`src/core/lbsd_pkg.sv`:
```
// Purpose: shared constants and types for the lin break/sync block
// Assumes: 32-bit axi4-lite register bus, 100 MHz clock
// Notes: bit layout of the lin mode register follows the hardware map
package lbsd_pkg;
    // ------------------------------------------------------------
    // register map
    // ------------------------------------------------------------
    localparam logic [7:0] LBSD_OFS_CTRL = 8'h00;
    localparam logic [7:0] LBSD_OFS_IRQ_STATUS = 8'h04;
    localparam logic [7:0] LBSD_OFS_IRQ_MASK = 8'h08;
    localparam logic [7:0] LBSD_OFS_BAUD = 8'h0c;
    localparam logic [7:0] LBSD_CTRL_RESET = 8'h00;
    // ------------------------------------------------------------
    // lin mode control/status bit positions
    // ------------------------------------------------------------
    localparam int LBSD_BIT_SYNC_DET_IE = 0;
    localparam int LBSD_BIT_SYNC_TO_IE = 1;
    localparam int LBSD_BIT_BREAK_IE = 2;
    localparam int LBSD_BIT_MODE_EN = 3;
    localparam int LBSD_BIT_SYNC_DET = 4;
    localparam int LBSD_BIT_SYNC_TO = 5;
    localparam int LBSD_BIT_BREAK_DONE = 6;
    // ------------------------------------------------------------
    // timing
    // ------------------------------------------------------------
    localparam int LBSD_CNT_W = 16;
    localparam int LBSD_BREAK_MIN_BITS = 11;
    localparam int LBSD_PRESC_W = 8;
    localparam logic [1:0] LBSD_RESP_OKAY = 2'b00;
    localparam logic [1:0] LBSD_RESP_SLVERR = 2'b10;

    typedef enum logic [4:0] {
        LBSD_IDLE = 5'b00001,
        LBSD_BREAK = 5'b00010,
        LBSD_DELIM = 5'b00100,
        LBSD_SYNC = 5'b01000,
        LBSD_DONE = 5'b10000
    } lbsd_state_t;

    typedef struct packed {
        logic break_done;
        logic sync_timeout;
        logic sync_detect;
    } lbsd_events_t;
endpackage

```
`src/core/lbsd_sync_meas.sv`:
```
// Purpose: break, delimiter and sync word measurement for lin mode
// Assumes: rx already synchronised, tick_en a prescaled sample tick
// Notes: measures eight bit times across the sync word 0x55
`timescale 1ns/1ps
`default_nettype none
module lbsd_sync_meas (
    input wire logic clk,
    input wire logic reset_n,
    input wire logic ce,
    input wire logic mode_en,
    input wire logic tick_en,
    input wire logic rx,
    input wire logic [lbsd_pkg::LBSD_CNT_W-1:0] bit_ticks,
    output lbsd_pkg::lbsd_events_t events,
    output logic [lbsd_pkg::LBSD_CNT_W-1:0] baud_value,
    output logic baud_load,
    output lbsd_pkg::lbsd_state_t state
);
    // ------------------------------------------------------------
    // edge detection and counters
    // ------------------------------------------------------------
    localparam int W = lbsd_pkg::LBSD_CNT_W;
    logic rx_q;
    logic [W-1:0] cnt;
    logic [2:0] falls;
    lbsd_pkg::lbsd_state_t next_state;
    wire fall = rx_q & ~rx;
    wire cnt_max = &cnt;
    wire [W+4:0] brk_min = (W+5)'(bit_ticks) *
        (W+5)'(lbsd_pkg::LBSD_BREAK_MIN_BITS);
    wire brk_ok = ({5'h00, cnt} >= brk_min);
    // the start fall resets the counters, so four more falls end the word
    wire last_fall = fall && falls == 3'h3;

    always_comb begin
        next_state = state;
        case (state)
            lbsd_pkg::LBSD_IDLE: if (fall) next_state = lbsd_pkg::LBSD_BREAK;
            lbsd_pkg::LBSD_BREAK: begin
                if (rx) next_state = brk_ok ? lbsd_pkg::LBSD_DELIM
                                            : lbsd_pkg::LBSD_IDLE;
            end
            // sync is only accepted after a valid break and delimiter
            lbsd_pkg::LBSD_DELIM: begin
                if (fall) next_state = lbsd_pkg::LBSD_SYNC;
            end
            lbsd_pkg::LBSD_SYNC: begin
                if (cnt_max) next_state = lbsd_pkg::LBSD_IDLE;
                else if (last_fall) next_state = lbsd_pkg::LBSD_DONE;
            end
            lbsd_pkg::LBSD_DONE: next_state = lbsd_pkg::LBSD_IDLE;
            default: next_state = lbsd_pkg::LBSD_IDLE;
        endcase
        if (!mode_en) next_state = lbsd_pkg::LBSD_IDLE;
    end

    always_ff @(posedge clk or negedge reset_n) begin
        if (!reset_n) begin
            state <= lbsd_pkg::LBSD_IDLE;
            rx_q <= 1'b1;
        end else if (ce) begin
            state <= next_state;
            rx_q <= rx;
        end
    end

    always_ff @(posedge clk or negedge reset_n) begin
        if (!reset_n) begin
            cnt <= '0;
            falls <= 3'h0;
        end else if (ce) begin
            if (next_state != state) begin
                cnt <= '0;
                falls <= 3'h0;
            end else begin
                if (tick_en && !cnt_max) cnt <= cnt + W'(1);
                if (fall) falls <= falls + 3'h1;
            end
        end
    end

    // ------------------------------------------------------------
    // results
    // ------------------------------------------------------------
    wire sync_ok = (state == lbsd_pkg::LBSD_SYNC) && last_fall && !cnt_max;
    wire sync_ovf = (state == lbsd_pkg::LBSD_SYNC) && cnt_max && mode_en;
    wire brk_evt = (state == lbsd_pkg::LBSD_BREAK) && rx && brk_ok && mode_en;

    always_ff @(posedge clk or negedge reset_n) begin
        if (!reset_n) begin
            events <= '0;
            baud_value <= '0;
            baud_load <= 1'b0;
        end else if (ce) begin
            events.break_done <= brk_evt;
            events.sync_timeout <= sync_ovf;
            events.sync_detect <= sync_ok && mode_en;
            // overflow leaves the baud setting untouched
            baud_load <= sync_ok && mode_en;
            // the tick of the start edge is lost to the counter reset
            if (sync_ok) baud_value <= (cnt + W'(1)) >> 3;
        end
    end

    // ------------------------------------------------------------
    // checks
    // ------------------------------------------------------------
    property p_sync_after_break;
        @(posedge clk) disable iff (!reset_n)
        (ce && state == lbsd_pkg::LBSD_SYNC) |->
            $past(state) inside {lbsd_pkg::LBSD_SYNC, lbsd_pkg::LBSD_DELIM};
    endproperty
    a_sync_after_break: assert property (p_sync_after_break)
        else $error("sync entered without delimiter");

    property p_timeout_no_load;
        @(posedge clk) disable iff (!reset_n)
        events.sync_timeout |-> !baud_load;
    endproperty
    a_timeout_no_load: assert property (p_timeout_no_load)
        else $error("baud loaded on sync timeout");

    property p_detect_loads;
        @(posedge clk) disable iff (!reset_n)
        events.sync_detect |-> baud_load;
    endproperty
    a_detect_loads: assert property (p_detect_loads)
        else $error("sync detect without baud load");

    c_sync_done: cover property (@(posedge clk) events.sync_detect);
    c_sync_to: cover property (@(posedge clk) events.sync_timeout);
endmodule
`default_nettype wire

```
`src/core/lbsd_top.sv`:
```
// Purpose: lin break/sync detection, autobaud and interrupt control
// Assumes: axi4-lite master, rx pin asynchronous to clk
// Notes: one write and one read outstanding at most
`timescale 1ns/1ps
`default_nettype none
module lbsd_top (
    input wire logic clk,
    input wire logic reset_n,
    input wire logic ce,
    input wire logic rx_pin,
    input wire logic [31:0] s_axi_awaddr,
    input wire logic s_axi_awvalid,
    output logic s_axi_awready,
    input wire logic [31:0] s_axi_wdata,
    input wire logic [3:0] s_axi_wstrb,
    input wire logic s_axi_wvalid,
    output logic s_axi_wready,
    output logic [1:0] s_axi_bresp,
    output logic s_axi_bvalid,
    input wire logic s_axi_bready,
    input wire logic [31:0] s_axi_araddr,
    input wire logic s_axi_arvalid,
    output logic s_axi_arready,
    output logic [31:0] s_axi_rdata,
    output logic [1:0] s_axi_rresp,
    output logic s_axi_rvalid,
    input wire logic s_axi_rready,
    output logic [15:0] baud_reload,
    output logic baud_reload_load,
    output logic irq
);
    // ------------------------------------------------------------
    // pin synchroniser and prescaler
    // ------------------------------------------------------------
    logic rx_meta;
    logic rx_sync;
    logic [7:0] ctrl;
    logic [2:0] status;
    logic [2:0] mask;
    logic [7:0] presc;
    logic [7:0] presc_cnt;
    logic [15:0] bit_ticks;
    lbsd_pkg::lbsd_events_t ev;
    lbsd_pkg::lbsd_state_t meas_state;

    always_ff @(posedge clk or negedge reset_n) begin
        if (!reset_n) begin
            rx_meta <= 1'b1;
            rx_sync <= 1'b1;
        end else if (ce) begin
            rx_meta <= rx_pin;
            rx_sync <= rx_meta;
        end
    end

    wire tick = (presc_cnt == presc);
    always_ff @(posedge clk or negedge reset_n) begin
        if (!reset_n) presc_cnt <= 8'h00;
        else if (ce) presc_cnt <= tick ? 8'h00 : presc_cnt + 8'h01;
    end

    wire mode_en = ctrl[lbsd_pkg::LBSD_BIT_MODE_EN];

    lbsd_sync_meas u_meas (
        .clk(clk),
        .reset_n(reset_n),
        .ce(ce),
        .mode_en(mode_en),
        .tick_en(tick),
        .rx(rx_sync),
        .bit_ticks(bit_ticks),
        .events(ev),
        .baud_value(baud_reload),
        .baud_load(baud_reload_load),
        .state(meas_state)
    );

    // ------------------------------------------------------------
    // axi4-lite write path
    // ------------------------------------------------------------
    logic aw_held;
    logic w_held;
    logic [7:0] aw_addr;
    logic [31:0] w_data;
    logic [3:0] w_strb;
    // no ready while frozen, or a handshake would be lost
    assign s_axi_awready = ce && !aw_held && !s_axi_bvalid;
    assign s_axi_wready = ce && !w_held && !s_axi_bvalid;
    wire wr_go = aw_held && w_held;
    wire wr_ctrl = wr_go && aw_addr == lbsd_pkg::LBSD_OFS_CTRL && w_strb[0];
    wire wr_stat = wr_go && aw_addr == lbsd_pkg::LBSD_OFS_IRQ_STATUS
        && w_strb[0];
    wire wr_mask = wr_go && aw_addr == lbsd_pkg::LBSD_OFS_IRQ_MASK
        && w_strb[0];
    wire wr_baud = wr_go && aw_addr == lbsd_pkg::LBSD_OFS_BAUD;
    wire wr_hit = (aw_addr == lbsd_pkg::LBSD_OFS_CTRL) ||
        (aw_addr == lbsd_pkg::LBSD_OFS_IRQ_STATUS) ||
        (aw_addr == lbsd_pkg::LBSD_OFS_IRQ_MASK) ||
        (aw_addr == lbsd_pkg::LBSD_OFS_BAUD);

    always_ff @(posedge clk or negedge reset_n) begin
        if (!reset_n) begin
            aw_held <= 1'b0;
            w_held <= 1'b0;
            aw_addr <= 8'h00;
            w_data <= 32'h0000_0000;
            w_strb <= 4'h0;
            s_axi_bvalid <= 1'b0;
            s_axi_bresp <= lbsd_pkg::LBSD_RESP_OKAY;
        end else if (ce) begin
            if (s_axi_awvalid && s_axi_awready) begin
                aw_held <= 1'b1;
                aw_addr <= {s_axi_awaddr[7:2], 2'b00};
            end
            if (s_axi_wvalid && s_axi_wready) begin
                w_held <= 1'b1;
                w_data <= s_axi_wdata;
                w_strb <= s_axi_wstrb;
            end
            if (wr_go) begin
                aw_held <= 1'b0;
                w_held <= 1'b0;
                s_axi_bvalid <= 1'b1;
                s_axi_bresp <= wr_hit ? lbsd_pkg::LBSD_RESP_OKAY
                                      : lbsd_pkg::LBSD_RESP_SLVERR;
            end else if (s_axi_bready) begin
                s_axi_bvalid <= 1'b0;
            end
        end
    end

    // ------------------------------------------------------------
    // registers
    // ------------------------------------------------------------
    wire [2:0] ev_vec = {ev.break_done, ev.sync_timeout, ev.sync_detect};
    wire [2:0] clr_vec = wr_stat ? w_data[2:0] : 3'h0;
    wire [2:0] ctrl_clr = wr_ctrl ? ~w_data[6:4] : 3'h0;

    // enables reset to zero, software read-write
    always_ff @(posedge clk or negedge reset_n) begin
        if (!reset_n) begin
            ctrl <= lbsd_pkg::LBSD_CTRL_RESET;
        end else if (ce && wr_ctrl) begin
            ctrl <= {4'h0, w_data[3:0]};
        end
    end

    // set wins over a clear in the same cycle
    always_ff @(posedge clk or negedge reset_n) begin
        if (!reset_n) begin
            status <= 3'h0;
        end else if (ce) begin
            status <= (status & ~clr_vec & ~ctrl_clr)
                | ev_vec;
        end
    end

    always_ff @(posedge clk or negedge reset_n) begin
        if (!reset_n) begin
            mask <= 3'h7;
            bit_ticks <= 16'h0010;
            presc <= 8'h00;
        end else if (ce) begin
            if (wr_mask) mask <= w_data[2:0];
            if (wr_baud) begin
                bit_ticks <= w_data[15:0];
                presc <= w_data[23:16];
            end
        end
    end

    wire [2:0] en_vec = ctrl[2:0];
    wire [2:0] pend = status & en_vec & mask;
    assign irq = |pend;

    // ------------------------------------------------------------
    // axi4-lite read path
    // ------------------------------------------------------------
    wire [7:0] ar_addr = {s_axi_araddr[7:2], 2'b00};
    wire [31:0] ctrl_rd = {25'h0, status, ctrl[3:0]};
    wire rd_ctrl = ar_addr == lbsd_pkg::LBSD_OFS_CTRL;
    wire rd_stat = ar_addr == lbsd_pkg::LBSD_OFS_IRQ_STATUS;
    wire rd_mask = ar_addr == lbsd_pkg::LBSD_OFS_IRQ_MASK;
    wire rd_baud = ar_addr == lbsd_pkg::LBSD_OFS_BAUD;
    wire [31:0] rd_val = rd_ctrl ? ctrl_rd :
        rd_stat ? {29'h0, status} :
        rd_mask ? {29'h0, mask} :
        rd_baud ? {3'h0, meas_state, presc, bit_ticks} : 32'h0000_0000;
    wire rd_hit = rd_ctrl || rd_stat || rd_mask || rd_baud;
    assign s_axi_arready = ce && !s_axi_rvalid;

    always_ff @(posedge clk or negedge reset_n) begin
        if (!reset_n) begin
            s_axi_rvalid <= 1'b0;
            s_axi_rdata <= 32'h0000_0000;
            s_axi_rresp <= lbsd_pkg::LBSD_RESP_OKAY;
        end else if (ce) begin
            if (s_axi_arvalid && s_axi_arready) begin
                s_axi_rvalid <= 1'b1;
                s_axi_rdata <= rd_val;
                s_axi_rresp <= rd_hit ? lbsd_pkg::LBSD_RESP_OKAY
                                      : lbsd_pkg::LBSD_RESP_SLVERR;
            end else if (s_axi_rready) begin
                s_axi_rvalid <= 1'b0;
            end
        end
    end

    // ------------------------------------------------------------
    // checks
    // ------------------------------------------------------------
    property p_brk_gate;
        @(posedge clk) disable iff (!reset_n)
        (status[2] && !ctrl[2] && !(status[1] && ctrl[1] && mask[1])
            && !(status[0] && ctrl[0] && mask[0])) |-> !irq;
    endproperty
    a_brk_gate: assert property (p_brk_gate)
        else $error("break flag reached irq while disabled");

    property p_to_irq;
        @(posedge clk) disable iff (!reset_n)
        (status[1] && ctrl[1] && mask[1]) |-> irq;
    endproperty
    a_to_irq: assert property (p_to_irq)
        else $error("enabled timeout flag gave no irq");

    property p_det_irq;
        @(posedge clk) disable iff (!reset_n)
        (status[0] && ctrl[0] && mask[0]) |-> irq;
    endproperty
    a_det_irq: assert property (p_det_irq)
        else $error("enabled detect flag gave no irq");

    property p_to_set;
        @(posedge clk) disable iff (!reset_n)
        (ce && ev.sync_timeout) |=> status[1];
    endproperty
    a_to_set: assert property (p_to_set)
        else $error("timeout event lost");

    property p_det_sticky;
        @(posedge clk) disable iff (!reset_n)
        (status[0] && !(wr_stat && w_data[0]) && !(wr_ctrl && !w_data[4]))
            |=> status[0];
    endproperty
    a_det_sticky: assert property (p_det_sticky)
        else $error("detect flag dropped without clear");

    property p_irq_or;
        @(posedge clk) disable iff (!reset_n)
        irq == |(status & ctrl[2:0] & mask);
    endproperty
    a_irq_or: assert property (p_irq_or)
        else $error("irq not the or of gated flags");

    property p_wr_resp;
        @(posedge clk) disable iff (!reset_n)
        (ce && wr_go) |=> s_axi_bvalid;
    endproperty
    a_wr_resp: assert property (p_wr_resp)
        else $error("write without response");

    property p_en_reset;
        @(posedge clk) $rose(reset_n) |-> ctrl[2:0] == 3'h0;
    endproperty
    a_en_reset: assert property (p_en_reset)
        else $error("enables not zero after reset");

    c_irq: cover property (@(posedge clk) $rose(irq));
    c_wr: cover property (@(posedge clk) wr_go);
    c_rd: cover property (@(posedge clk) s_axi_rvalid);
endmodule
`default_nettype wire

```
`config.mk`:
```
export PLATFORM = sky130hd
export DESIGN_NAME = lbsd_top
export DESIGN_NICKNAME = d
export VERILOG_FILES = /design/src/core/lbsd_pkg.sv /design/src/core/lbsd_sync_meas.sv /design/src/core/lbsd_top.sv
export SDC_FILE = /design/constraint.sdc
export NUM_CORES = 1
export LEC_CHECK = 0
export ABC_AREA = 1
export BUFFER_PORTS_ARGS = -buffer_cell sky130_fd_sc_hd__buf_2
export CAP_MARGIN = 5
export CORE_MARGIN = 2
export CORE_UTILIZATION = 55
export DETAILED_ROUTE_END_ITERATION = 16
export HOLD_SLACK_MARGIN = 0.15
export PLACE_DENSITY_LB_ADDON = 0.15
export SYNTH_ARGS = -nofsm -noshare
export SYNTH_HDL_FRONTEND = slang
export SYNTH_SLANG_ARGS = --single-unit
```
`constraint.sdc`:
```
create_clock -name clk -period 7.4 [get_ports clk]
set_clock_uncertainty 0.1 [all_clocks]
set_input_delay 0.37 -clock clk [delete_from_list [all_inputs] [get_ports clk]]
set_output_delay 0.37 -clock clk [all_outputs]
set_load 0.01 [all_outputs]
```
==> results_dict.tcl <==
set metrics [dict create \
    finalWirelength_um 19360 \
    capturing_element_type_of_the_critical_path "flip-flop" \
    dp_hpwl_um 13770 \
    grt.total_usage 0.2428 \
    power.ir.vdd_worst_uv 410.5 \
    first_global_vias 6915 \
    timing.max_cap.violations 0 \
    dieHeight_um 130.1 \
    holdCritStartpoint "s_axi_araddr[6]" \
    start_util 0.5568 \
    antenna_violating_nets_post_route 0 \
    cp_max_fo 16 \
    nets 1369 \
    cts_resized 0 \
    syn_to_final_growth_pct 17.98 \
    drc 0 \
    routabilityCongestion 0.8752 \
    yosysSeqAreaShare 0.4331 \
    grt_util_met2 0.4084 \
    critical_path_arrival_ns 4.78 \
    synth_area_mm2 0.008748 \
    ys_seq_elements 151 \
    grt.met3_usage 0.04264 \
    power.density_cell_area_mw_per_mm2 500.0 \
    h-tree-depth 4 \
    static-leakage-power_uw 0.005601 \
    finalMaxSlewViolations 0 \
    startpoint "bit_ticks[3]$_DFFE_PN0P_" \
    grt_setup_unrepaired "false" \
    power.combinational.fraction 0.603 \
    drive_gt1_frac 0.1545 \
    ys.flop_type "sky130_fd_sc_hd__dfrtp_1" \
    setup_viol_count_final 0 \
    clock_power_share 0.168 \
    drt_iter0_markers 493 \
    timing.reg2reg.setup_slack_ns 2.88 \
    grt_start_max_net_pins 99 \
    synth_cells 1064 \
    final-hold-violation-count 0 \
    yosys_warnings 0 \
    worst_skew_pair.late_latency_ns 0.43 \
    grt.busiest_layer "met2" \
    die_w_um 130.1 \
    grt_pass1_wl_um 32420 \
    drt-vias-per-instance 5.074 \
    p_int_uw 2732 \
    dp_slack_ns 2.887 \
    die_area_mm2 0.01693 \
    min_path_type "input port to flip-flop" \
    critPathKind "flip-flop to flip-flop" \
    clock_tree.root_cell "sky130_fd_sc_hd__clkbuf_16" \
    cts_made_buffers 17 \
    worst-slew-pin-transition_ns 0.9387 \
    antenna_cells 0 \
    critical_path_required_ns 7.66 \
    p_switching_uw 2428 \
    detailedRoute.firstPassIterationCount 5 \
    startpoint_type "flip-flop" \
    layout_min_cycle_time_ns 4.519 \
    run_status "finished, final reports clean" \
    power.switching_fraction 0.4706 \
    path_clk_slew_ns 0.07 \
    detail_route.wl_per_cell_um 13.63 \
    fp.coreArea_mm2 0.01571 \
    regToRegStartpoint "bit_ticks[3]$_DFFE_PN0P_" \
    clock_tree.buffer_depth 2 \
    accumulated_negative_setup_slack_ns 0 \
    synth_async_sr_flop_share 1.000 \
    boundaryPins 168 \
    cts.hold.buffers_added 35 \
    slew_headroom 0.3580 \
    synth_edf_count 0 \
    power.share.sequential 0.229 \
    groute.layer.met1.usage 0.3248 \
    fill_cells 1350 \
    post-route-period-util 0.6107 \
    postCtsSetupBuffers 0 \
    dr_total_vias 7205 \
    grt_overflow 0 \
    antenna_found_initial 0 \
    numClockSinks 151 \
    synth_cell_type_count 48 \
    num_rows 46 \
    syn_avg_cell_area_um2 8.222 \
    io_buffers 96 \
    final_util 0.6569 \
    timing.final.ws_setup_ns 2.881 \
    peak_clock_frequency_supported_by_timing_mhz 221.3 \
    tritoncts_clock_tree "built" \
]
stage by stage:
step           instance area [µm²]  hold slack, ns  total power [µW]  std cells
6_report                     10320          0.1734              5160       1420
5_1_grt                      10320          0.2067              5756       1420
4_1_cts                      10320          0.1624              5206       1420
3_5_place_dp                  9380          0.3580              4312       1353
3_3_place_gp                  9380          0.3529              4241       1353
2_1_floorplan                 8775        -0.02559              3626       1071
layout make-up:
cell class	instances	area (µm²)	share of cell area
timing repair buffer	135	867.1	0.08401
tap	216	270.3	0.02619
clock buffer	20	446.7	0.04328
clock inverter	12	143.9	0.01394
sequential	151	3789	0.3671
inverter	165	619.3	0.06001
multi-input combinational	721	4185	0.4055
placed cells by master, fill, tap and decap left out, drive strengths merged, types with 14 or more instances in the layout:
cell	count
nand4	18
mux2	14
nand2	292
a21oi	56
nor2	74
xor2	21
inv	168
nand3	51
dfrtp	143
o21ai	61
dlygate4sd3	35
clkbuf	20
ha	56
buf	100
logic make-up after synthesis:
family,synth area share
other,0.0004287
XOR/XNOR,0.03104
AND/OR/NAND/NOR,0.2261
AO/OA/AOI/OAI,0.08939
multiplexers,0.01802
flip-flops,0.4331
buffers and inverters,0.09210
adder cells (fa/ha/maj),0.1098
final timing paths:
path / cells after the start / endpoint
min in group asynchronous: 2 / u_meas.baud_value[5]$_DFFE_PN0P_
max reg2reg: 25 / u_meas.cnt[14]$_DFFE_PN0P_
min reg2reg: 2 / rx_meta$_DFFE_PN1P_
min: 5 / s_axi_rresp[1]$_DFFE_PN0P_
max in group asynchronous: 3 / ctrl[2]$_DFFE_PN0P_
max: 25 / u_meas.cnt[14]$_DFFE_PN0P_
cell usage after synthesis (13+ instances only):
master	instances	area, µm²
sky130_fd_sc_hd__xor2_1	21	183.9
sky130_fd_sc_hd__nand3_1	44	220.2
sky130_fd_sc_hd__clkbuf_1	20	75.07
sky130_fd_sc_hd__a21oi_1	56	280.3
sky130_fd_sc_hd__dfrtp_1	143	3578
sky130_fd_sc_hd__ha_1	56	700.7
sky130_fd_sc_hd__mux2_2	14	157.7
sky130_fd_sc_hd__inv_1	162	608.1
sky130_fd_sc_hd__nor2_1	67	251.5
sky130_fd_sc_hd__o21ai_0	59	295.3
sky130_fd_sc_hd__nand2_1	280	1051
sky130_fd_sc_hd__nand4_1	18	112.6
sky130_fd_sc_hd__fa_1	13	260.3
layer usage:
layer / share of wire / wire length (µm) / vias to the layer above
met5: 0 / 0 / -
met4: 0.013 / 244 / 0
li1: - / - / 3645
met3: 0.035 / 676 / 25
met2: 0.49 / 9510 / 141
met1: 0.46 / 8925 / 3394
flip-flops by register name, indices dropped and copies added, names as in the netlist, 3 cells and up:
name and flops:
presc_cnt 8, u_meas.state 5, u_meas.baud_value 13, ctrl 4, u_meas.cnt 16, u_meas.events 3
w_data 24, aw_addr 6, bit_ticks 16, presc 8, mask 3, s_axi_rdata 29
status 3, u_meas.falls 3
worst max-delay path, stage by stage, from the launching register on:
cell	delay (ns)
sky130_fd_sc_hd__dfrtp_1	0.45
sky130_fd_sc_hd__ha_1	0.31
sky130_fd_sc_hd__inv_1	0.05
sky130_fd_sc_hd__fa_1	0.49
sky130_fd_sc_hd__inv_1	0.04
sky130_fd_sc_hd__ha_1	0.35
sky130_fd_sc_hd__nand2_1	0.10
sky130_fd_sc_hd__nand2_1	0.06
sky130_fd_sc_hd__inv_1	0.06
sky130_fd_sc_hd__nand2_1	0.05
sky130_fd_sc_hd__nand2_1	0.05
sky130_fd_sc_hd__nand3_1	0.15
sky130_fd_sc_hd__a31oi_1	0.20
sky130_fd_sc_hd__xor2_1	0.21
sky130_fd_sc_hd__ha_1	0.27
sky130_fd_sc_hd__inv_1	0.08
sky130_fd_sc_hd__nor3_1	0.05
sky130_fd_sc_hd__a211oi_1	0.19
sky130_fd_sc_hd__nand2_1	0.17
sky130_fd_sc_hd__nand2_1	0.12
sky130_fd_sc_hd__nand2_2	0.06
sky130_fd_sc_hd__nand3_1	0.09
sky130_fd_sc_hd__nand3_1	0.13
sky130_fd_sc_hd__nor2_4	0.36
sky130_fd_sc_hd__nand3_1	0.13
sky130_fd_sc_hd__nand2_1	0.11
power groups by stage:
stage	registers (µW)	logic (µW)	clock network (µW)
after floorplan	1150	2480	0
after global placement	1190	3050	0
after detailed placement	1200	3120	0
after CTS	1180	3140	880
after global routing	1210	3630	916
final	1180	3110	867
Note: power is estimated with default switching activity, not from simulation.
